## config.mk

```make
export PLATFORM = sky130hd
export DESIGN_NAME = split_timer
export DESIGN_NICKNAME = d
export VERILOG_FILES = /design/src/shared/split_timer_pkg.sv /design/src/core/split_timer.sv /design/src/core/tick_divider.sv
export SDC_FILE = /design/constraint.sdc
export NUM_CORES = 1
export LEC_CHECK = 0
export BUFFER_PORTS_ARGS = -buffer_cell sky130_fd_sc_hd__buf_4
export CAP_MARGIN = 20
export CORE_UTILIZATION = 35
export CTS_CLUSTER_DIAMETER = 200
export DETAILED_ROUTE_END_ITERATION = 10
export SLEW_MARGIN = 40
export SYNTH_ARGS = -nofsm -noshare
export SYNTH_HDL_FRONTEND = slang
export SYNTH_HIERARCHICAL = 1
export SYNTH_SLANG_ARGS = --single-unit
```

## constraint.sdc

```tcl
create_clock -name core_clk -period 1.79 [get_ports core_clk]
set_input_delay 0.0895 -clock core_clk [delete_from_list [all_inputs] [get_ports core_clk]]
set_output_delay 0.0895 -clock core_clk [all_outputs]
set_load 0.02 [all_outputs]
```

## src/shared/split_timer_pkg.sv

```systemverilog
// Package: register map, field positions, reset values and timing for the split timer
package split_timer_pkg;
    // ------------------------------------------------------------
    // Register offsets (plain register port, byte addresses)
    // ------------------------------------------------------------
    localparam logic [3:0] ADDR_TIMER_CONTROL = 4'h0;
    localparam logic [3:0] ADDR_CLOCK_CONTROL = 4'h1;
    localparam logic [3:0] ADDR_COUNT_LOW = 4'h2;
    localparam logic [3:0] ADDR_COUNT_HIGH = 4'h3;
    localparam logic [3:0] ADDR_RELOAD_LOW = 4'h4;
    localparam logic [3:0] ADDR_RELOAD_HIGH = 4'h5;
    localparam logic [3:0] ADDR_IRQ_STATUS = 4'h6;
    localparam logic [3:0] ADDR_IRQ_MASK = 4'h7;
    // ------------------------------------------------------------
    // Field positions
    // ------------------------------------------------------------
    localparam int BIT_HIGH_OVF = 7;
    localparam int BIT_LOW_OVF = 6;
    localparam int BIT_LOW_IRQ_EN = 5;
    localparam int BIT_TIMER_IRQ_EN = 4;
    localparam int BIT_SPLIT = 3;
    localparam int BIT_RUN = 2;
    localparam int BIT_EXT_CLK_SEL = 0;
    localparam int BIT_HIGH_CLK_SEL = 1;
    localparam int BIT_LOW_CLK_SEL = 0;
    localparam int BIT_EV_HIGH = 1;
    localparam int BIT_EV_LOW = 0;
    // ------------------------------------------------------------
    // Reset values and timing
    // ------------------------------------------------------------
    localparam logic [7:0] RESET_BYTE = 8'h00;
    localparam logic [1:0] RESET_EVENTS = 2'h0;
    localparam int SYS_DIV = 12;
    localparam int EXT_DIV = 8;
    localparam int CLK_PERIOD_NS = 25;
    localparam int COUNT_WIDTH = 16;

    // Register port request carried as one bundle
    typedef struct packed {
        logic [3:0] addr;
        logic [7:0] wdata;
        logic wr;
        logic rd;
    } reg_req_t;

    // Tick sources of both halves
    typedef struct packed {
        logic high;
        logic low;
    } tick_pair_t;
endpackage

```

## src/core/split_timer.sv

```systemverilog
// Split auto-reload timer: 16-bit or twin 8-bit, with register port and interrupt
//
// Local design decisions: the register addresses and strobed register access.
`timescale 1ns/100ps
`default_nettype none
// Contract
// - The count is 16 bits held as separately accessible low and high byte registers.
// - Bit 3 of the timer control register selects one 16-bit timer (0) or two 8-bit timers (1).
// - Ticks come from the system clock, the system clock over 12, or the external oscillator over 8.
// - The external oscillator is synchronised to the system clock before it is divided by 8.
// - In 16-bit mode a roll from 0xFFFF loads both reload bytes into the counter.
// - Each 16-bit overflow sets the high overflow flag at control bit 7.
// - With the timer interrupt enabled every high overflow (16-bit or split high half) requests an interrupt.
// - With the interrupt enabled and control bit 5 set, a low byte roll from 0xFF also interrupts.
// - In split mode each half reloads from its own reload byte on its own overflow.
// - In split mode the run-control bit gates the high half only.
// - In split mode the low half counts continuously regardless of run control.
// - Each half has a clock-select bit choosing the system clock or the external-select source.
module split_timer
    import split_timer_pkg::*;
(
    input wire logic core_clk,
    input wire logic sys_rst,
    input wire logic clk_en,
    input wire logic ext_osc,
    input wire logic [3:0] reg_addr,
    input wire logic [7:0] reg_wdata,
    input wire logic reg_wr,
    input wire logic reg_rd,
    output logic [7:0] reg_rdata,
    output logic irq
);
    reg_req_t req;
    logic [7:0] timer_control_reg;
    logic [1:0] clock_control_reg;
    logic [7:0] count_low_byte;
    logic [7:0] count_high_byte;
    logic [7:0] reload_low_byte;
    logic [7:0] reload_high_byte;
    logic [1:0] irq_status;
    logic [1:0] irq_mask;
    logic ext_meta, ext_sync, ext_prev;
    logic ext_tick, sys_tick;
    logic split_mode_select, run_control, external_clock_select;
    logic low_overflow_irq_enable, timer_irq_enable;
    logic slow_tick;
    tick_pair_t tick;
    logic low_step, high_step, low_wrap, high_wrap;
    logic ovf_high, ovf_low;
    logic [1:0] events;

    assign req = '{addr: reg_addr, wdata: reg_wdata, wr: reg_wr, rd: reg_rd};
    assign split_mode_select = timer_control_reg[BIT_SPLIT];
    assign run_control = timer_control_reg[BIT_RUN];
    assign external_clock_select = timer_control_reg[BIT_EXT_CLK_SEL];
    assign low_overflow_irq_enable = timer_control_reg[BIT_LOW_IRQ_EN];
    assign timer_irq_enable = timer_control_reg[BIT_TIMER_IRQ_EN];

    // Write decode used by several processes
    function automatic logic wr_hit(input reg_req_t r, input logic [3:0] a);
        return r.wr && (r.addr == a);
    endfunction

    // ------------------------------------------------------------
    // Tick sources
    // ------------------------------------------------------------
    // Oscillator pin passes two flops; edge detect only looks at the second
    always_ff @(posedge core_clk) begin
        if (sys_rst) begin
            ext_meta <= 1'b0;
            ext_sync <= 1'b0;
            ext_prev <= 1'b0;
        end else if (clk_en) begin
            ext_meta <= ext_osc;
            ext_sync <= ext_meta;
            ext_prev <= ext_sync;
        end
    end

    // Oscillator must be well below core_clk/2 or edges are lost
    tick_divider #(.DIV(EXT_DIV)) u_ext_div (
        .core_clk(core_clk),
        .sys_rst(sys_rst),
        .clk_en(clk_en),
        .step(ext_sync && !ext_prev),
        .tick(ext_tick)
    );

    tick_divider #(.DIV(SYS_DIV)) u_sys_div (
        .core_clk(core_clk),
        .sys_rst(sys_rst),
        .clk_en(clk_en),
        .step(1'b1),
        .tick(sys_tick)
    );

    // Per-half selection between full rate and the slow source
    always_comb begin
        slow_tick = external_clock_select ? ext_tick : sys_tick;
        tick.high = clock_control_reg[BIT_HIGH_CLK_SEL] ? 1'b1 : slow_tick;
        tick.low = clock_control_reg[BIT_LOW_CLK_SEL] ? 1'b1 : slow_tick;
    end

    // ------------------------------------------------------------
    // Count enables and wraps
    // ------------------------------------------------------------
    // In 16-bit mode the whole count shares the low half's source
    always_comb begin
        if (split_mode_select) begin
            low_step = tick.low;
            high_step = tick.high && run_control;
        end else begin
            low_step = tick.low && run_control;
            high_step = low_step && (count_low_byte == 8'hFF);
        end
        low_wrap = low_step && (count_low_byte == 8'hFF);
        high_wrap = high_step && (count_high_byte == 8'hFF);
        ovf_high = split_mode_select ? high_wrap : (low_wrap && high_wrap);
        ovf_low = low_wrap;
    end

    // ------------------------------------------------------------
    // Counter bytes; software writes win over a tick
    // ------------------------------------------------------------
    always_ff @(posedge core_clk) begin
        if (sys_rst) begin
            count_low_byte <= RESET_BYTE;
        end else if (clk_en) begin
            if (wr_hit(req, ADDR_COUNT_LOW)) begin
                count_low_byte <= req.wdata;
            end else if (!split_mode_select && ovf_high) begin
                count_low_byte <= reload_low_byte;
            end else if (split_mode_select && low_wrap) begin
                count_low_byte <= reload_low_byte;
            end else if (low_step) begin
                count_low_byte <= count_low_byte + 8'h01;
            end
        end
    end

    always_ff @(posedge core_clk) begin
        if (sys_rst) begin
            count_high_byte <= RESET_BYTE;
        end else if (clk_en) begin
            if (wr_hit(req, ADDR_COUNT_HIGH)) begin
                count_high_byte <= req.wdata;
            end else if (ovf_high) begin
                count_high_byte <= reload_high_byte;
            end else if (high_step) begin
                count_high_byte <= count_high_byte + 8'h01;
            end
        end
    end

    // ------------------------------------------------------------
    // Configuration registers
    // ------------------------------------------------------------
    always_ff @(posedge core_clk) begin
        if (sys_rst) begin
            reload_low_byte <= RESET_BYTE;
            reload_high_byte <= RESET_BYTE;
            clock_control_reg <= 2'h0;
            irq_mask <= RESET_EVENTS;
        end else if (clk_en) begin
            if (wr_hit(req, ADDR_RELOAD_LOW)) begin
                reload_low_byte <= req.wdata;
            end
            if (wr_hit(req, ADDR_RELOAD_HIGH)) begin
                reload_high_byte <= req.wdata;
            end
            if (wr_hit(req, ADDR_CLOCK_CONTROL)) begin
                clock_control_reg <= req.wdata[1:0];
            end
            if (wr_hit(req, ADDR_IRQ_MASK)) begin
                irq_mask <= req.wdata[1:0];
            end
        end
    end

    // Control flags: software writes, but a same-cycle overflow still sets
    always_ff @(posedge core_clk) begin
        if (sys_rst) begin
            timer_control_reg <= RESET_BYTE;
        end else if (clk_en) begin
            if (wr_hit(req, ADDR_TIMER_CONTROL)) begin
                timer_control_reg <= req.wdata & 8'hFD;
            end
            if (ovf_high) begin
                timer_control_reg[BIT_HIGH_OVF] <= 1'b1;
            end
            if (ovf_low) begin
                timer_control_reg[BIT_LOW_OVF] <= 1'b1;
            end
        end
    end

    // ------------------------------------------------------------
    // Interrupt status, mask and output
    // ------------------------------------------------------------
    always_comb begin
        events = RESET_EVENTS;
        events[BIT_EV_HIGH] = timer_irq_enable && ovf_high;
        events[BIT_EV_LOW] = timer_irq_enable && low_overflow_irq_enable && ovf_low;
    end

    // Set wins over write-one-to-clear
    always_ff @(posedge core_clk) begin
        if (sys_rst) begin
            irq_status <= RESET_EVENTS;
        end else if (clk_en) begin
            irq_status <= (irq_status & ~(wr_hit(req, ADDR_IRQ_STATUS) ? req.wdata[1:0] : 2'h0))
                | events;
        end
    end

    assign irq = |(irq_status & irq_mask);

    // ------------------------------------------------------------
    // Read data, one cycle after the address; the read strobe is not used
    // ------------------------------------------------------------
    always_ff @(posedge core_clk) begin
        if (sys_rst) begin
            reg_rdata <= RESET_BYTE;
        end else if (clk_en) begin
            case (req.addr)
                ADDR_TIMER_CONTROL: reg_rdata <= timer_control_reg;
                ADDR_CLOCK_CONTROL: reg_rdata <= {6'h00, clock_control_reg};
                ADDR_COUNT_LOW: reg_rdata <= count_low_byte;
                ADDR_COUNT_HIGH: reg_rdata <= count_high_byte;
                ADDR_RELOAD_LOW: reg_rdata <= reload_low_byte;
                ADDR_RELOAD_HIGH: reg_rdata <= reload_high_byte;
                ADDR_IRQ_STATUS: reg_rdata <= {6'h00, irq_status};
                ADDR_IRQ_MASK: reg_rdata <= {6'h00, irq_mask};
                default: reg_rdata <= 8'h00;
            endcase
        end
    end

    // ------------------------------------------------------------
    // Checks
    // ------------------------------------------------------------
    a_wide_reload: assert property (@(posedge core_clk) disable iff (sys_rst)
        clk_en && !split_mode_select && ovf_high && !req.wr
        |=> {count_high_byte, count_low_byte} == $past({reload_high_byte, reload_low_byte}))
        else $error("16-bit overflow did not reload");
    a_high_flag_set: assert property (@(posedge core_clk) disable iff (sys_rst)
        clk_en && ovf_high |=> timer_control_reg[BIT_HIGH_OVF])
        else $error("high overflow flag not set");
    a_flag_sticky: assert property (@(posedge core_clk) disable iff (sys_rst)
        timer_control_reg[BIT_HIGH_OVF] && !req.wr |=> timer_control_reg[BIT_HIGH_OVF])
        else $error("overflow flag dropped without a write");
    a_overflow_irq: assert property (@(posedge core_clk) disable iff (sys_rst)
        clk_en && timer_irq_enable && ovf_high && irq_mask[BIT_EV_HIGH] |=> irq)
        else $error("overflow did not raise interrupt");
    a_low_irq: assert property (@(posedge core_clk) disable iff (sys_rst)
        clk_en && ovf_low && !(timer_irq_enable && low_overflow_irq_enable)
        && !ovf_high && !irq_status[BIT_EV_LOW] |=> !irq_status[BIT_EV_LOW])
        else $error("low interrupt raised while disabled");
    a_split_low_run: assert property (@(posedge core_clk) disable iff (sys_rst)
        clk_en && split_mode_select && tick.low && !req.wr && count_low_byte != 8'hFF
        |=> count_low_byte == $past(count_low_byte) + 8'h01)
        else $error("split low half failed to count");
    a_split_high_gate: assert property (@(posedge core_clk) disable iff (sys_rst)
        clk_en && split_mode_select && !run_control && !req.wr
        |=> count_high_byte == $past(count_high_byte))
        else $error("split high half counted while stopped");
    a_wide_stopped: assert property (@(posedge core_clk) disable iff (sys_rst)
        clk_en && !split_mode_select && !run_control && !req.wr
        |=> $stable(count_low_byte))
        else $error("16-bit counter ran while stopped");
    a_slow_tick: assert property (@(posedge core_clk) disable iff (sys_rst)
        clk_en && sys_tick |=> !sys_tick)
        else $error("divided system tick longer than one cycle");

    // Split mode reloads each half from its own reload byte
    a_split_low_reload: assert property (@(posedge core_clk) disable iff (sys_rst)
        clk_en && split_mode_select && low_wrap && !req.wr
        |=> count_low_byte == $past(reload_low_byte))
        else $error("split low half did not reload");
    a_split_high_reload: assert property (@(posedge core_clk) disable iff (sys_rst)
        clk_en && split_mode_select && ovf_high && !req.wr
        |=> count_high_byte == $past(reload_high_byte))
        else $error("split high half did not reload");

    // Low byte roll carries into the high byte in 16-bit mode
    a_wide_carry: assert property (@(posedge core_clk) disable iff (sys_rst)
        clk_en && !split_mode_select && low_wrap && count_high_byte != 8'hFF && !req.wr
        |=> count_low_byte == 8'h00 && count_high_byte == $past(count_high_byte) + 8'h01)
        else $error("16-bit carry into high byte lost");
    a_wide_high_stopped: assert property (@(posedge core_clk) disable iff (sys_rst)
        clk_en && !split_mode_select && !run_control && !req.wr
        |=> $stable(count_high_byte))
        else $error("16-bit high byte ran while stopped");

    // Low flag, low event, and the write-one-to-clear path
    a_low_flag_set: assert property (@(posedge core_clk) disable iff (sys_rst)
        clk_en && ovf_low |=> timer_control_reg[BIT_LOW_OVF])
        else $error("low overflow flag not set");
    a_low_event: assert property (@(posedge core_clk) disable iff (sys_rst)
        clk_en && timer_irq_enable && low_overflow_irq_enable && ovf_low
        |=> irq_status[BIT_EV_LOW])
        else $error("enabled low overflow left no event");
    a_status_clear: assert property (@(posedge core_clk) disable iff (sys_rst)
        clk_en && wr_hit(req, ADDR_IRQ_STATUS) && req.wdata[BIT_EV_HIGH] && !events[BIT_EV_HIGH]
        |=> !irq_status[BIT_EV_HIGH])
        else $error("high event survived its clear");

    // Cycles since the last slow tick; starts at minus one so the first
    // period after reset reads like every later one
    logic [3:0] since_tick;
    always_ff @(posedge core_clk) begin
        if (sys_rst) begin
            since_tick <= '1;
        end else if (clk_en) begin
            since_tick <= sys_tick ? 4'h0 : since_tick + 4'h1;
        end
    end

    // The helper above is only four bits wide
    if (SYS_DIV > 16) begin : g_helper_fits
        $error("slow tick helper too narrow for SYS_DIV");
    end

    // Synchroniser stage and slow tick spacing
    a_sync_stage: assert property (@(posedge core_clk) disable iff (sys_rst)
        clk_en |=> ext_sync == $past(ext_meta))
        else $error("oscillator synchroniser skipped a stage");
    a_tick_period: assert property (@(posedge core_clk) disable iff (sys_rst)
        sys_tick |-> since_tick == 4'(SYS_DIV - 1))
        else $error("divided system tick off its period");

    // Clock enable low holds every piece of state
    a_enable_freeze: assert property (@(posedge core_clk) disable iff (sys_rst)
        !clk_en |=> $stable(count_low_byte) && $stable(count_high_byte)
        && $stable(timer_control_reg) && $stable(irq_status))
        else $error("state moved while clock enable was low");

    // Main scenarios
    c_wide_ovf: cover property (@(posedge core_clk) !split_mode_select && ovf_high);
    c_split_both: cover property (@(posedge core_clk) split_mode_select && ovf_low ##1 ovf_high);
    c_ext_tick: cover property (@(posedge core_clk) external_clock_select && ext_tick);
    c_irq: cover property (@(posedge core_clk) irq);
    c_enable_freeze: cover property (@(posedge core_clk) !clk_en && run_control);
endmodule
`default_nettype wire

```

## src/core/tick_divider.sv

```systemverilog
// Tick divider: one-cycle tick every DIV enabled input events
`timescale 1ns/100ps
`default_nettype none
module tick_divider
    import split_timer_pkg::*;
#(
    parameter int DIV = 12
) (
    input wire logic core_clk,
    input wire logic sys_rst,
    input wire logic clk_en,
    input wire logic step,
    output logic tick
);
    localparam int W = $clog2(DIV);
    localparam logic [W-1:0] LAST = W'(DIV - 1);
    logic [W-1:0] count;

    // Elaboration check: a divide by one would leave a zero-width counter
    if (DIV < 2) begin : g_div_check
        $error("tick_divider needs DIV of at least 2");
    end

    // ------------------------------------------------------------
    // Counter wraps at DIV-1 and pulses once per wrap
    // ------------------------------------------------------------
    always_ff @(posedge core_clk) begin
        if (sys_rst) begin
            count <= '0;
            tick <= 1'b0;
        end else if (clk_en) begin
            tick <= step && (count == LAST);
            if (step) begin
                count <= (count == LAST) ? '0 : count + 1'b1;
            end
        end
    end
endmodule
`default_nettype wire

```

# Yosys cells after proc, flatten, opt, wreduce, memory -nomap -nowiden
# Index checks and enable logic that the tools add are counted.
# op_classes
n_addsub	4
eq_ne	11
n_mux	20
n_bitwise	4
n_reduce_logical	39
# op_table
op	n
2-to-1 mux 8 bit	8
one-hot mux 8 bit (8 select lines)	1
logical AND 1 bit	21
AND reduction 2 bit	10
adder 8 x 1 -> 8 bit, second input constant	2
equality test 4 x 3 -> 1 bit, second input constant	4
equality test 8 bit, second input constant	2
equality test 4 x 2 -> 1 bit, second input constant	2
2-to-1 mux 1 bit	8
adder 4 x 1 -> 4 bit, second input constant	1
bitwise AND 2 bit	2
equality test 4 x 1 -> 1 bit, second input constant	1
equality test 4 bit, second input constant	1
zero test 4 bit	1
2-to-1 mux 4 bit	1
nonzero test 2 bit	2
nonzero test 4 bit	1
adder 3 x 1 -> 3 bit, second input constant	1
equality test 3 bit, second input constant	1
2-to-1 mux 3 bit	1
nonzero test 3 bit	1
zero test 1 bit	2
2-to-1 mux 2 bit	1
inverter 2 bit	1
2 further kinds	2
# totals
reg_bits	65
in_bits	18
out_inout_bits	9
word_cells	96

# Longest topological paths before layout
# Gate-level depths: netlist of the first run.
# logic_depth
word_depth	11
ltp_mapped	7
mapped_depth_nobuf	6

# Cells and area by module
# The synthesis of the first run kept the hierarchy.
# by_module_without_submodules
module	cells_per_inst	area_each_um2	instances	seq_area_each_um2
split_timer	364	3185.6	1	1121.1
tick_divider (u_sys_div)	28	232.7	1	100.1
tick_divider (u_ext_div)	18	187.7	1	80.1

# Least setup slack after synthesis of the first run
# Ideal clock, no wire load.
# synth_timing
kind	register -> register
startpoint	register count_low_byte[0]
endpoint	register count_high_byte[3]
required_time_ns	1.702
arrival_ns	1.901
setup_slack_ns	-0.199
synth_period_minus_slack_ns	1.989
path_stages_with_launch	7
path_buffers	0
setup_ns	0.088
path_cell_list	dfxtp_1 -> ha_1 -> and3_2 -> o2111ai_4 -> a211oi_4 -> mux2_1 -> a311oi_2
# synth_between
elab_chain_len	8
elab_cells_between_ends	11
cone_classes	eq/ne (1); mux (4); reduce/logical (6)
# synth_lines
element	line	source
start: declaration	split_timer.sv:36	logic [7:0] count_low_byte;
start signal: assignment	split_timer.sv:130	count_low_byte <= req.wdata;
start signal: assignment	split_timer.sv:132	count_low_byte <= reload_low_byte;
start signal: assignment	split_timer.sv:134	count_low_byte <= reload_low_byte;
equality test 8 bit *	split_timer.sv:114, split_timer.sv:116	
logical AND 1 bit	split_timer.sv:114	high_step = low_step && (count_low_byte == 8'hFF);
2-to-1 mux 1 bit	split_timer.sv:109	if (split_mode_select) begin
logical AND 1 bit	split_timer.sv:117	high_wrap = high_step && (count_high_byte == 8'hFF);
logical AND 1 bit	split_timer.sv:118	ovf_high = split_mode_select ? high_wrap : (low_wrap && high_wrap);
2-to-1 mux 1 bit	split_timer.sv:118	
nonzero test 3 bit (no line) / 2-to-1 mux 8 bit (equally long branches)	-	
AND reduction 2 bit (no line) / 2-to-1 mux 8 bit (equally long branches)	-	
end signal: assignment	split_timer.sv:146	count_high_byte <= req.wdata;
end signal: assignment	split_timer.sv:148	count_high_byte <= reload_high_byte;
end signal: assignment	split_timer.sv:150	count_high_byte <= count_high_byte + 8'h01;
end: declaration	split_timer.sv:37	logic [7:0] count_high_byte;
# Every way passes the cells marked *; elsewhere a longest branch is shown, timed or not.
# A chain may end at the register's enable or synchronous reset.

# Worst setup path in the final report of the first run
# layout_timing
startpoint	register count_low_byte[0]
endpoint	register count_high_byte[7]
# Same word-level chain as after synthesis.

==> results of run 1 <==
power breakdown:
| part | internal [mW] | switching (mW) | total [mW] |
|---|---|---|---|
| combinational | 0.0992 | 0.165 | 0.264 |
| clock | 0.686 | 0.616 | 1.30 |
| sequential | 1.46 | 0.0134 | 1.48 |
| total | 2.25 | 0.794 | 3.04 |
worst reg2reg max path: cells and delay by family (launching register included):
kind / cells / cell delay (ns)
AO/OA/AOI/OAI: 3 / 0.50
AND/OR/NAND/NOR: 2 / 0.47
adder cells (fa/ha/maj): 1 / 0.14
flip-flops: 1 / 0.36
buffers and inverters: 2 / 0.29
metal layers:
layer	share of wire, %	track usage, %	routed length (um)
met1	46	28.4	5100
met4	2.1	6.94	230
met2	47	33.9	5150
met5	0	0	0
met3	5.2	4.28	572
stage by stage:
| stage | hold slack (ns) | util, % | total power [mW] | setup TNS, ns | std cells |
|---|---|---|---|---|---|
| after floorplan | 0.159 | - | 1.64 | -0.0670 | 413 |
| after global placement | 0.333 | 43.8 | 1.76 | -0.239 | 604 |
| after detailed placement | 0.342 | 43.8 | 1.76 | -0.560 | 604 |
| after CTS | 0.0434 | 46.7 | 3.06 | -0.556 | 623 |
| after global routing | 0.0476 | 47.5 | 3.15 | -1.27 | 624 |
| final | 0.0525 | 47.5 | 3.04 | -0.429 | 624 |
cells by family after synthesis:
kind of cell               after synthesis  share of synthesized area (%)
other                                    1                          0.104
muxes                                   44                           12.5
buffers and inverters                   27                           3.05
and+or+nand+nor                        156                           22.8
AOI/OAI and AO/OA                      102                           21.3
xor gates and xnor gates                10                           2.43
DFF                                     65                           36.1
adders and majority gates                5                           1.73
what timing repair did:
item                                    CTS  global route
pin swaps                                 5             8
setup buffers                             2             2
resized for setup                        12            12
hold buffers                              1             0
endpoints found under the setup margin   10            16
endpoints found under the hold margin     1             0
how the worst max path moves through the flow:
stage	from	to	slack (ns)	cells past startpoint
final	count_low_byte[0]	count_high_byte[7]	-0.11	8
after global placement	count_low_byte[1]	count_high_byte[7]	-0.07	7
after floorplan	count_low_byte[1]	count_high_byte[3]	-0.07	6
after global routing	count_low_byte[0]	count_high_byte[7]	-0.18	8
after CTS	timer_control_reg[0]	count_low_byte[0]	-0.08	6
after detailed placement	count_low_byte[1]	count_high_byte[6]	-0.14	7
final cells by class:
cell class	count	share of cell area, %
clock buffer	10	2.94
multi-input combinational	321	49.7
inverter	5	0.400
tap	133	3.55
sequential	65	27.9
clock inverter	6	1.41
timing repair buffer	84	14.1
placed cells by master (no fill, tap or decap), types with 4 or more instances in the layout:
cell,instances
dfxtp_1,60
a22oi_1,5
buf_6,4
a211oi_2,4
a222oi_1,4
nor2_1,44
xnor2_1,7
a211oi_1,9
inv_1,5
and2_1,5
and3_1,9
a22o_1,6
conb_1,4
nand3b_1,5
mux2i_1,36
buf_4,78
a21oi_1,20
o21ai_0,9
nand3_1,26
dfxtp_2,5
mux2_2,6
or3_1,4
nand2b_1,5
clkbuf_8,10
nand2_1,31
==> summary.txt, run 1 <==
Status
  • Status: complete, but fails checks
  • Failing checks: setup timing

Timing
  • RSZ-0062 raised after global routing: true
  • Rel. slew slack: 59.0%
  • Max Clock Freq: 526 MHz
  • Count of final hold-check violations: 0
  • Slew Viols, Final: 0
  • Final WS setup: -0.113 ns
  • Setup-failing EPs final: 7
  • Skew final: 0.00908 ns
  • Fin crit share: 106%
  • Minimum clock period: 1.90 ns
  • Worst-margin pin slew: 0.614 ns

Critical path
  • R2R setup slack: -0.11 ns
  • Setup crit start kind: register
  • CP Capture Type: register
  • WP data required: 1.99 ns
  • Crit path kind: register to register
  • CP max-delay cell: dfxtp_2
  • Arrival time worst endpoint: 2.11 ns
  • Slowest Stage Delay on Critical Path: 0.36 ns
  • Critical-path cell list: ha_4 > and3_4 > o2111ai_4 > buf_12 > buf_6 > a211oi_4 > nor4b_4 > o41ai_1
  • Worst-path maximum fanout: 4
  • Worst path buffer plus inverter count: 2
  • Delay-heaviest family, CP: compound AO/OA/AOI/OAI gates
  • Worst r2r src: count_low_byte[0]
  • Reg-to-Reg End: count_high_byte[7]
  • R2R cell count: 8

Clock tree
  • Clock sinks: 65
  • CTS Buf Count: 9
  • H-tree levels: 3
  • TritonCTS clock tree: yes
  • Root buffer cell: clkbuf_8
  • Clk buf depth: 2
  • Clk_lat worst skew: 0.35 ns
  • CTS clk-pin slew, worst paths: 0.07 ns

Finish
  • Antenna cells: 0
  • Nets: 509
  • Area of the multi-input gates: 2330 um^2
  • Layout area overhead: 30.0%
  • Storage cell area: 1310 um^2
  • Post-route cell area: 4690 um^2
  • # fillers: 969
  • Share of cells above drive strength 1: 28.1%

Die
  • Number of primary I/O pins: 27
  • Row cnt: 36
  • Die Y: 104 um
  • Core area: 9860 um^2
  • Chip Width: 104 um
  • Die area: 10700 um^2
  • Initial core utilization: 36.6%

Logic synthesis
  • Register area share after synthesis: 36.1%
  • Yosys reg bits: 65
  • Dominant cell type by area after synthesis: dfxtp_1
  • Top_reg_cell synth: dfxtp_1
  • Post-Synthesis Cells: 410
  • Mapped Area: 3610 um^2
  • EDFF count, synth: 0
  • Top post-synthesis cells by count: 65 x dfxtp_1, 44 x nor2_1, 36 x mux2i_1
  • Share of synthesized registers carrying an async set or reset: 0%
  • Synth top area share: 36.1%
  • Count leader, synth: dfxtp_1
  • Mapped Avg Cell Area: 8.80 um^2
  • Synth warn: 6
  • Area contributors post-synth: dfxtp_1 36%, mux2i_1 10%, nor2_1 4.6%
  • Count of cell types in the netlist: 72

Min path
  • Hold WC Path Type: input port to register
  • Worst hold endpoint: timer_control_reg[3]
  • Hold path depth: 3
  • Hold_sp: reg_wdata[3]

Global route
  • GRT Total Usage: 21.2%
  • Antenna violations before repair: 0
  • First-pass GRT wire length: 17800 um
  • Number of global-route vias before repair: 3367
  • Grt ovf: 0
  • Largest net degree at the start of global routing: 58

Job
  • Number of max-cap violations: 0

Place
  • Worst slack, placed: -0.141 ns
  • GPL Wtd Cong: 0.891
  • DP Wirelength: 7830 um
  • Input/output buffers: 25
  • Dpl cell area: 4320 um^2

Detailed routing
  • Total routed wirelength: 11100 um
  • Routed Antenna Nets: 0
  • DRC violations left: 0
  • First DRT Iteration DRCs: 307
  • Routed len/inst: 17.7 um
  • 1st-pass router iterations: 5
  • Via density: 5.52
  • Vias: 3446

Power and ir drop
  • Leakage dissipation: 1.83 nW
  • PwrDens: 649 nW/um^2
  • Worst VDD drop: 450 uV
Power figures use the tool's default switching activity.
==> inputs of run 2 (changes only) <==
--- a/config.mk
+++ b/config.mk
@@ -10,6 +10,7 @@
 export CORE_UTILIZATION = 35
 export CTS_CLUSTER_DIAMETER = 200
 export DETAILED_ROUTE_END_ITERATION = 10
+export PLACE_DENSITY_LB_ADDON = 0.1
 export SLEW_MARGIN = 40
 export SYNTH_ARGS = -nofsm -noshare
 export SYNTH_HDL_FRONTEND = slang
==> run 2 against run 1 <==
Compared with the run above:
- the flow still finishes with violations (setup timing)
- largest power group unchanged
- sequential share of layout area decreased by 0.067 points
- register-to-register slack improved by 0.04 ns
- total power increased by 4.7%
- fmax increased by 2.2%
- design area increased by 0.24%
- final cell count increased by 0.64%
- critical path depth decreased by 2
- combinational power increased by 2%
- critical path type unchanged
- die area unchanged
==> summary.txt, run 2 (same netlist as run 1, synthesis figures left out) <==
Detailed routing
  • Vias: 3453 (was 3446)
  • DRC violations left: 0 (unchanged)
  • Routed Antenna Nets: 0 (unchanged)
  • Total routed wirelength: 11100 um (about the same)
  • Routed len/inst: 17.6 um (was 17.7 um)
  • 1st-pass router iterations: 5 (unchanged)
  • First DRT Iteration DRCs: 212 (was 307)
  • Via density: 5.50 (was 5.52)

Die
  • Row cnt: 36 (unchanged)
  • Die area: 10700 um^2 (unchanged)
  • Initial core utilization: 36.6% (unchanged)
  • Core area: 9860 um^2 (unchanged)
  • Die Y: 104 um (unchanged)
  • Number of primary I/O pins: 27 (unchanged)
  • Chip Width: 104 um (unchanged)

Critical path
  • Worst path buffer plus inverter count: 0 (was 2)
  • Worst r2r src: count_low_byte[0] (unchanged)
  • CP startpoint: count_low_byte[0] (unchanged)
  • Worst-path maximum fanout: 6 (was 4)
  • Reg-to-Reg End: count_high_byte[3] (was count_high_byte[7])
  • R2R setup slack: -0.07 ns (was -0.11 ns)
  • CP Capture Type: register (unchanged)
  • Delay-heaviest family, CP: compound AO/OA/AOI/OAI gates (unchanged)
  • Critical-path cell list: ha_4 > and3_4 > o2111ai_4 > a211oi_4 > mux2_4 > a311oi_2 (was ha_4 > and3_4 > o2111ai_4 > buf_12 > buf_6 > a211oi_4 > nor4b_4 > o41ai_1)
  • R2R cell count: 6 (was 8)
  • CP max-delay cell: a211oi_4 (was dfxtp_2)
  • Slowest Stage Delay on Critical Path: 0.37 ns (was 0.36 ns)
  • WP data required: 2.05 ns (was 1.99 ns)
  • Arrival time worst endpoint: 2.12 ns (was 2.11 ns)
  • Setup crit start kind: register (unchanged)
  • Critical path depth in cells: 6 (was 8)
  • Crit path kind: register to register (unchanged)
  • Critical path endpoint: count_high_byte[3] (was count_high_byte[7])

Finish
  • Post-Layout Cell Count: 628 (was 624)
  • Share of cells above drive strength 1: 28.5% (was 28.1%)
  • Layout area overhead: 30.3% (was 30.0%)
  • Antenna cells: 0 (unchanged)
  • Nets: 513 (was 509)
  • Leading cell type in the layout, fill and taps excluded: buf_4 (unchanged)
  • Commonest cells after routing, fill and taps aside: 87 x buf_4, 60 x dfxtp_1, 44 x nor2_1 (was 78 x buf_4, 60 x dfxtp_1, 44 x nor2_1)

Timing
  • Minimum clock period: 1.86 ns (was 1.90 ns)
  • Setup-failing EPs final: 6 (was 7)
  • Max Clock Freq: 537 MHz (was 526 MHz)
  • Slew Viols, Final: 0 (unchanged)
  • Fin crit share: 104% (was 106%)
  • Hold WS: 0.0323 ns (was 0.0525 ns)
  • Skew final: 0.0121 ns (was 0.00908 ns)
  • Count of final hold-check violations: 0 (unchanged)
  • Final WS setup: -0.0716 ns (was -0.113 ns)
  • RSZ-0062 raised after global routing: true (unchanged)

Global route
  • Largest net degree at the start of global routing: 44 (was 58)
  • Grt ovf: 0 (unchanged)
  • Antenna violations before repair: 0 (unchanged)
  • GRT Total Usage: 21.5% (was 21.2%)
  • First-pass GRT wire length: 18100 um (was 17800 um)
  • Number of global-route vias before repair: 3414 (was 3367)

Min path
  • Hold WC Path Type: input port to register (unchanged)

Status
  • Failing checks: setup timing (unchanged)
  • Status: complete, but fails checks (unchanged)

Clock tree
  • Clk buf depth: 2 (unchanged)
  • Clk_lat worst skew: 0.35 ns (about the same)
  • Root buffer cell: clkbuf_8 (unchanged)
  • CTS clk-pin slew, worst paths: 0.08 ns (was 0.07 ns)
  • TritonCTS clock tree: yes (unchanged)
  • H-tree levels: 3 (unchanged)
  • Clock sinks: 65 (unchanged)
  • CTS Buf Count: 9 (unchanged)

Job
  • Number of max-cap violations: 0 (unchanged)

Place
  • GPL Wtd Cong: 0.819 (was 0.891)
  • DP Wirelength: 8110 um (was 7830 um)
  • Input/output buffers: 25 (unchanged)
  • Post-Place Cells: 606 (was 604)

Power and ir drop
  • PwrDens: 678 nW/um^2 (was 649 nW/um^2)
  • Worst VDD drop: 367 uV (was 450 uV)
  • Leakage dissipation: 1.85 nW (was 1.83 nW)
-- run 2: changes by cell type in the layout (fill, tap and decap cells not counted), sizes merged --
cell,before,now
buf,83,87
inv,6,5
bufinv,1,2
-- run 2: per-layer routing --
layer	vias up	wire (um)	track usage, %
li1	1689	-	-
met1	1663	5450	29.2
met2	91	5010	34.9
met3	10	499	4.91
met4	0	115	4.45
met5	-	0	0
-- run 2: timing repair --
action,4_1_cts,5_1_grt
hold buffers,1,0
endpoints found under the setup margin,11,16
resized for setup,6,10
gates cloned,0,0
buffers inserted,4,2
hold endpoints to repair,1,0
pin swaps,7,8
-- run 2: worst min-delay path by stage --
| stage | startpoint | slack (ns) | endpoint | cells past startpoint |
|---|---|---|---|---|
| after floorplan | sys_rst | 0.16 | u_ext_div/count[0] | 1 |
| after global placement | ext_osc | 0.33 | ext_meta | 3 |
| after detailed placement | ext_osc | 0.33 | ext_meta | 3 |
| after CTS | reg_wdata[5] | 0.02 | timer_control_reg[5] | 3 |
| after global routing | reg_wdata[3] | 0.03 | reload_low_byte[3] | 3 |
| final | reg_wdata[5] | 0.03 | timer_control_reg[5] | 3 |
-- run 2: metrics by stage --
stage | TNS, ns | utilization, % | instance area (um^2) | power (mW) | setup slack [ns]
2_1_floorplan | -0.0670 | - | 3640 | 1.64 | -0.0670
3_3_place_gp | -0.463 | 43.9 | 4340 | 1.77 | -0.0925
3_5_place_dp | -0.777 | 43.9 | 4340 | 1.77 | -0.141
4_1_cts | -0.409 | 47.0 | 4640 | 3.22 | -0.108
5_1_grt | -0.876 | 47.6 | 4700 | 3.31 | -0.149
6_report | -0.167 | 47.6 | 4700 | 3.18 | -0.0716
-- run 2: cell type report --
cell class	instances	area (um^2)
timing repair buffer	88	663
clock buffer	10	138
sequential	65	1310
inverter	5	18.8
clock inverter	6	91.3
fill	975	5170
tap	133	166
multi-input combinational	321	2310
-- run 2: worst reg2reg max path, delay by kind of cell (launching register included) --
| kind | cells | cell delay, ns |
|---|---|---|
| AND/OR/NAND/NOR | 1 | 0.21 |
| flip-flops | 1 | 0.36 |
| adder cells (fa/ha/maj) | 1 | 0.13 |
| AO/OA/AOI/OAI | 3 | 0.74 |
| multiplexers | 1 | 0.34 |
-- run 2: report_power, final --
part,switching (mW),internal [mW],leakage (nW)
logic,0.164,0.104,1.20
registers,0.0133,1.46,0.528
clock network,0.613,0.826,0.116
total,0.790,2.39,1.85
==> inputs of run 3 (changes only) <==
--- a/config.mk
+++ b/config.mk
@@ -10,6 +10,7 @@
 export CORE_UTILIZATION = 35
 export CTS_CLUSTER_DIAMETER = 200
 export DETAILED_ROUTE_END_ITERATION = 10
+export HOLD_SLACK_MARGIN = 0.08
 export PLACE_DENSITY_LB_ADDON = 0.1
 export SLEW_MARGIN = 40
 export SYNTH_ARGS = -nofsm -noshare
==> run 3 against run 2 <==
Compared with the run above:
- the run still ends with setup timing left
- worst hold slack better by 0.14 ns
- combinational power up 6%
- first-iteration DRC count shrank 5.2%
- final cell count rose by 1.4%
- critical path depth is the same
- core utilization rose by 0.91 points
- sequential power about the same
- register-to-register slack about the same
- fmax about the same
- critical endpoint unchanged
- highest routed layer unchanged
==> summary.txt, run 3 (same netlist as run 1, synthesis figures left out) <==
Clock tree
  • TritonCTS clock tree: yes (unchanged)
  • Clk_lat worst skew: 0.36 ns (was 0.35 ns)
  • Root buffer cell: clkbuf_8 (unchanged)
  • Clk buf depth: 2 (unchanged)
  • CTS Buf Count: 9 (unchanged)
  • H-tree levels: 3 (unchanged)
  • CTS clk-pin slew, worst paths: 0.07 ns (was 0.08 ns)
  • Clock sinks: 65 (unchanged)

Finish
  • Nets: 522 (was 513)
  • Post-route cell area: 4790 um^2 (was 4700 um^2)
  • Share of cells above drive strength 1: 28.0% (was 28.5%)
  • Post-Layout Cell Count: 637 (was 628)
  • # fillers: 967 (was 975)
  • Antenna cells: 0 (unchanged)
  • Layout area overhead: 32.8% (was 30.3%)
  • Leading cell type in the layout, fill and taps excluded: buf_4 (unchanged)
  • Final core occ: 48.5% (was 47.6%)
  • Commonest cells after routing, fill and taps aside: 87 x buf_4, 60 x dfxtp_1, 44 x nor2_1 (unchanged)

Place
  • DP Wirelength: 8110 um (unchanged)
  • Worst slack, placed: -0.141 ns (unchanged)
  • Dpl cell area: 4340 um^2 (unchanged)
  • Post-Place Cells: 606 (unchanged)
  • Input/output buffers: 25 (unchanged)
  • GPL Wtd Cong: 0.819 (unchanged)

Detailed routing
  • Vias: 3443 (was 3453)
  • Routed len/inst: 17.4 um (was 17.6 um)
  • 1st-pass router iterations: 5 (unchanged)
  • First DRT Iteration DRCs: 201 (was 212)
  • Total routed wirelength: 11100 um (about the same)
  • DRC violations left: 0 (unchanged)
  • Routed Antenna Nets: 0 (unchanged)
  • Via density: 5.41 (was 5.50)

Critical path
  • Slowest Stage Delay on Critical Path: 0.37 ns (about the same)
  • Worst r2r src: count_low_byte[0] (unchanged)
  • R2R setup slack: -0.07 ns (about the same)
  • R2R cell count: 6 (unchanged)
  • Worst path buffer plus inverter count: 0 (unchanged)
  • Setup crit start kind: register (unchanged)
  • Arrival time worst endpoint: 2.12 ns (about the same)
  • Crit path kind: register to register (unchanged)
  • CP Capture Type: register (unchanged)
  • Critical-path cell list: ha_4 > and3_4 > o2111ai_4 > a211oi_4 > mux2_4 > a311oi_2 (unchanged)
  • CP max-delay cell: a211oi_4 (unchanged)
  • Worst-path maximum fanout: 6 (unchanged)
  • Reg-to-Reg End: count_high_byte[3] (unchanged)
  • WP data required: 2.05 ns (about the same)
  • Delay-heaviest family, CP: compound AO/OA/AOI/OAI gates (unchanged)

Die
  • Die area: 10700 um^2 (unchanged)
  • Chip Width: 104 um (unchanged)
  • Die Y: 104 um (unchanged)
  • Core area: 9860 um^2 (unchanged)
  • Number of primary I/O pins: 27 (unchanged)
  • Row cnt: 36 (unchanged)
  • Initial core utilization: 36.6% (unchanged)

Timing
  • Skew final: 0.0133 ns (was 0.0121 ns)
  • Final WS setup: -0.0703 ns (was -0.0716 ns)
  • Fin crit share: 104% (about the same)
  • RSZ-0062 raised after global routing: true (unchanged)
  • Max Clock Freq: 538 MHz (was 537 MHz)
  • Hold WS: 0.171 ns (was 0.0323 ns)
  • Minimum clock period: 1.86 ns (about the same)
  • Setup TNS: -0.202 ns (was -0.167 ns)
  • Slew Viols, Final: 0 (unchanged)
  • Setup-failing EPs final: 6 (unchanged)
  • Count of final hold-check violations: 0 (unchanged)

Global route
  • Number of global-route vias before repair: 3430 (was 3414)
  • Grt ovf: 0 (unchanged)
  • GRT Total Usage: 21.6% (was 21.5%)
  • Antenna violations before repair: 0 (unchanged)
  • Largest net degree at the start of global routing: 44 (unchanged)
  • First-pass GRT wire length: 18100 um (about the same)

Min path
  • Worst hold endpoint: irq_status[0] (was timer_control_reg[5])
  • Hold_sp: reg_addr[3] (was reg_wdata[5])
  • Hold path depth: 5 (was 3)
  • Hold WC Path Type: input port to register (unchanged)

Status
  • Failing checks: setup timing (unchanged)
  • Status: complete, but fails checks (unchanged)

Power and ir drop
  • Tot Pwr: 3.20 mW (was 3.18 mW)
  • PwrDens: 668 nW/um^2 (was 678 nW/um^2)
  • Worst VDD drop: 366 uV (was 367 uV)
  • Leakage dissipation: 1.88 nW (was 1.85 nW)

Job
  • Number of max-cap violations: 0 (unchanged)
==> run 3: cell types whose count changed in the layout (fill, tap and decap cells not counted), sizes merged <==
cell | previous run | this run
dlygate4sd3 | 1 | 10
==> run 3: power breakdown <==
part	switching (mW)	leakage (nW)	total, mW	internal [mW]
combinational	0.166	1.24	0.283	0.117
clock	0.615	0.116	1.44	0.827
sequential	0.0133	0.528	1.48	1.46
==> run 3: cell type report <==
type | count | area, um^2 | area share [%]
flip-flops and latches | 65 | 1310 | 27.3
multi-input cells | 321 | 2310 | 48.3
repair buffers | 97 | 753 | 15.7
clock buffers | 10 | 138 | 2.87
well taps | 133 | 166 | 3.48
clock inverters | 6 | 91.3 | 1.91
inverters | 5 | 18.8 | 0.392
==> run 3: per-layer routing <==
layer  track usage, %  wire (um)  vias to the layer above  share of wire, %
li1                 -          -                     1706                 -
met1             29.3       5490                     1641                50
met2             35.0       5000                       86                45
met3             4.85        457                       10               4.1
met4             4.45        116                        0               1.0
met5                0          0                        -                 0
==> run 3: how the worst max path moves through the flow <==
stage	from	end	slack, ns	cells after the start
detailed placement	count_low_byte[1]	count_high_byte[3]	-0.14	6
CTS	count_low_byte[0]	count_high_byte[3]	-0.11	6
floorplan	count_low_byte[1]	count_high_byte[3]	-0.07	6
finish	count_low_byte[0]	count_high_byte[3]	-0.07	6
global placement	count_low_byte[1]	count_high_byte[7]	-0.09	7
global route	timer_control_reg[0]	count_high_byte[5]	-0.15	6
==> run 3: timing repair <==
item | in CTS | in global routing
pin swaps | 7 | 8
gates resized for setup | 6 | 10
setup buffers | 4 | 2
hold buffers | 10 | 0
endpoints found under the hold margin | 24 | 0
setup endpoints to repair | 11 | 16
==> run 3: worst min-delay path, delay by kind of cell <==
family / cells / cell delay, ns
AOI/OAI and AO/OA: 1 / 0.06
buffers and inverters: 1 / 0.12
and+or+nand+nor: 3 / 0.22
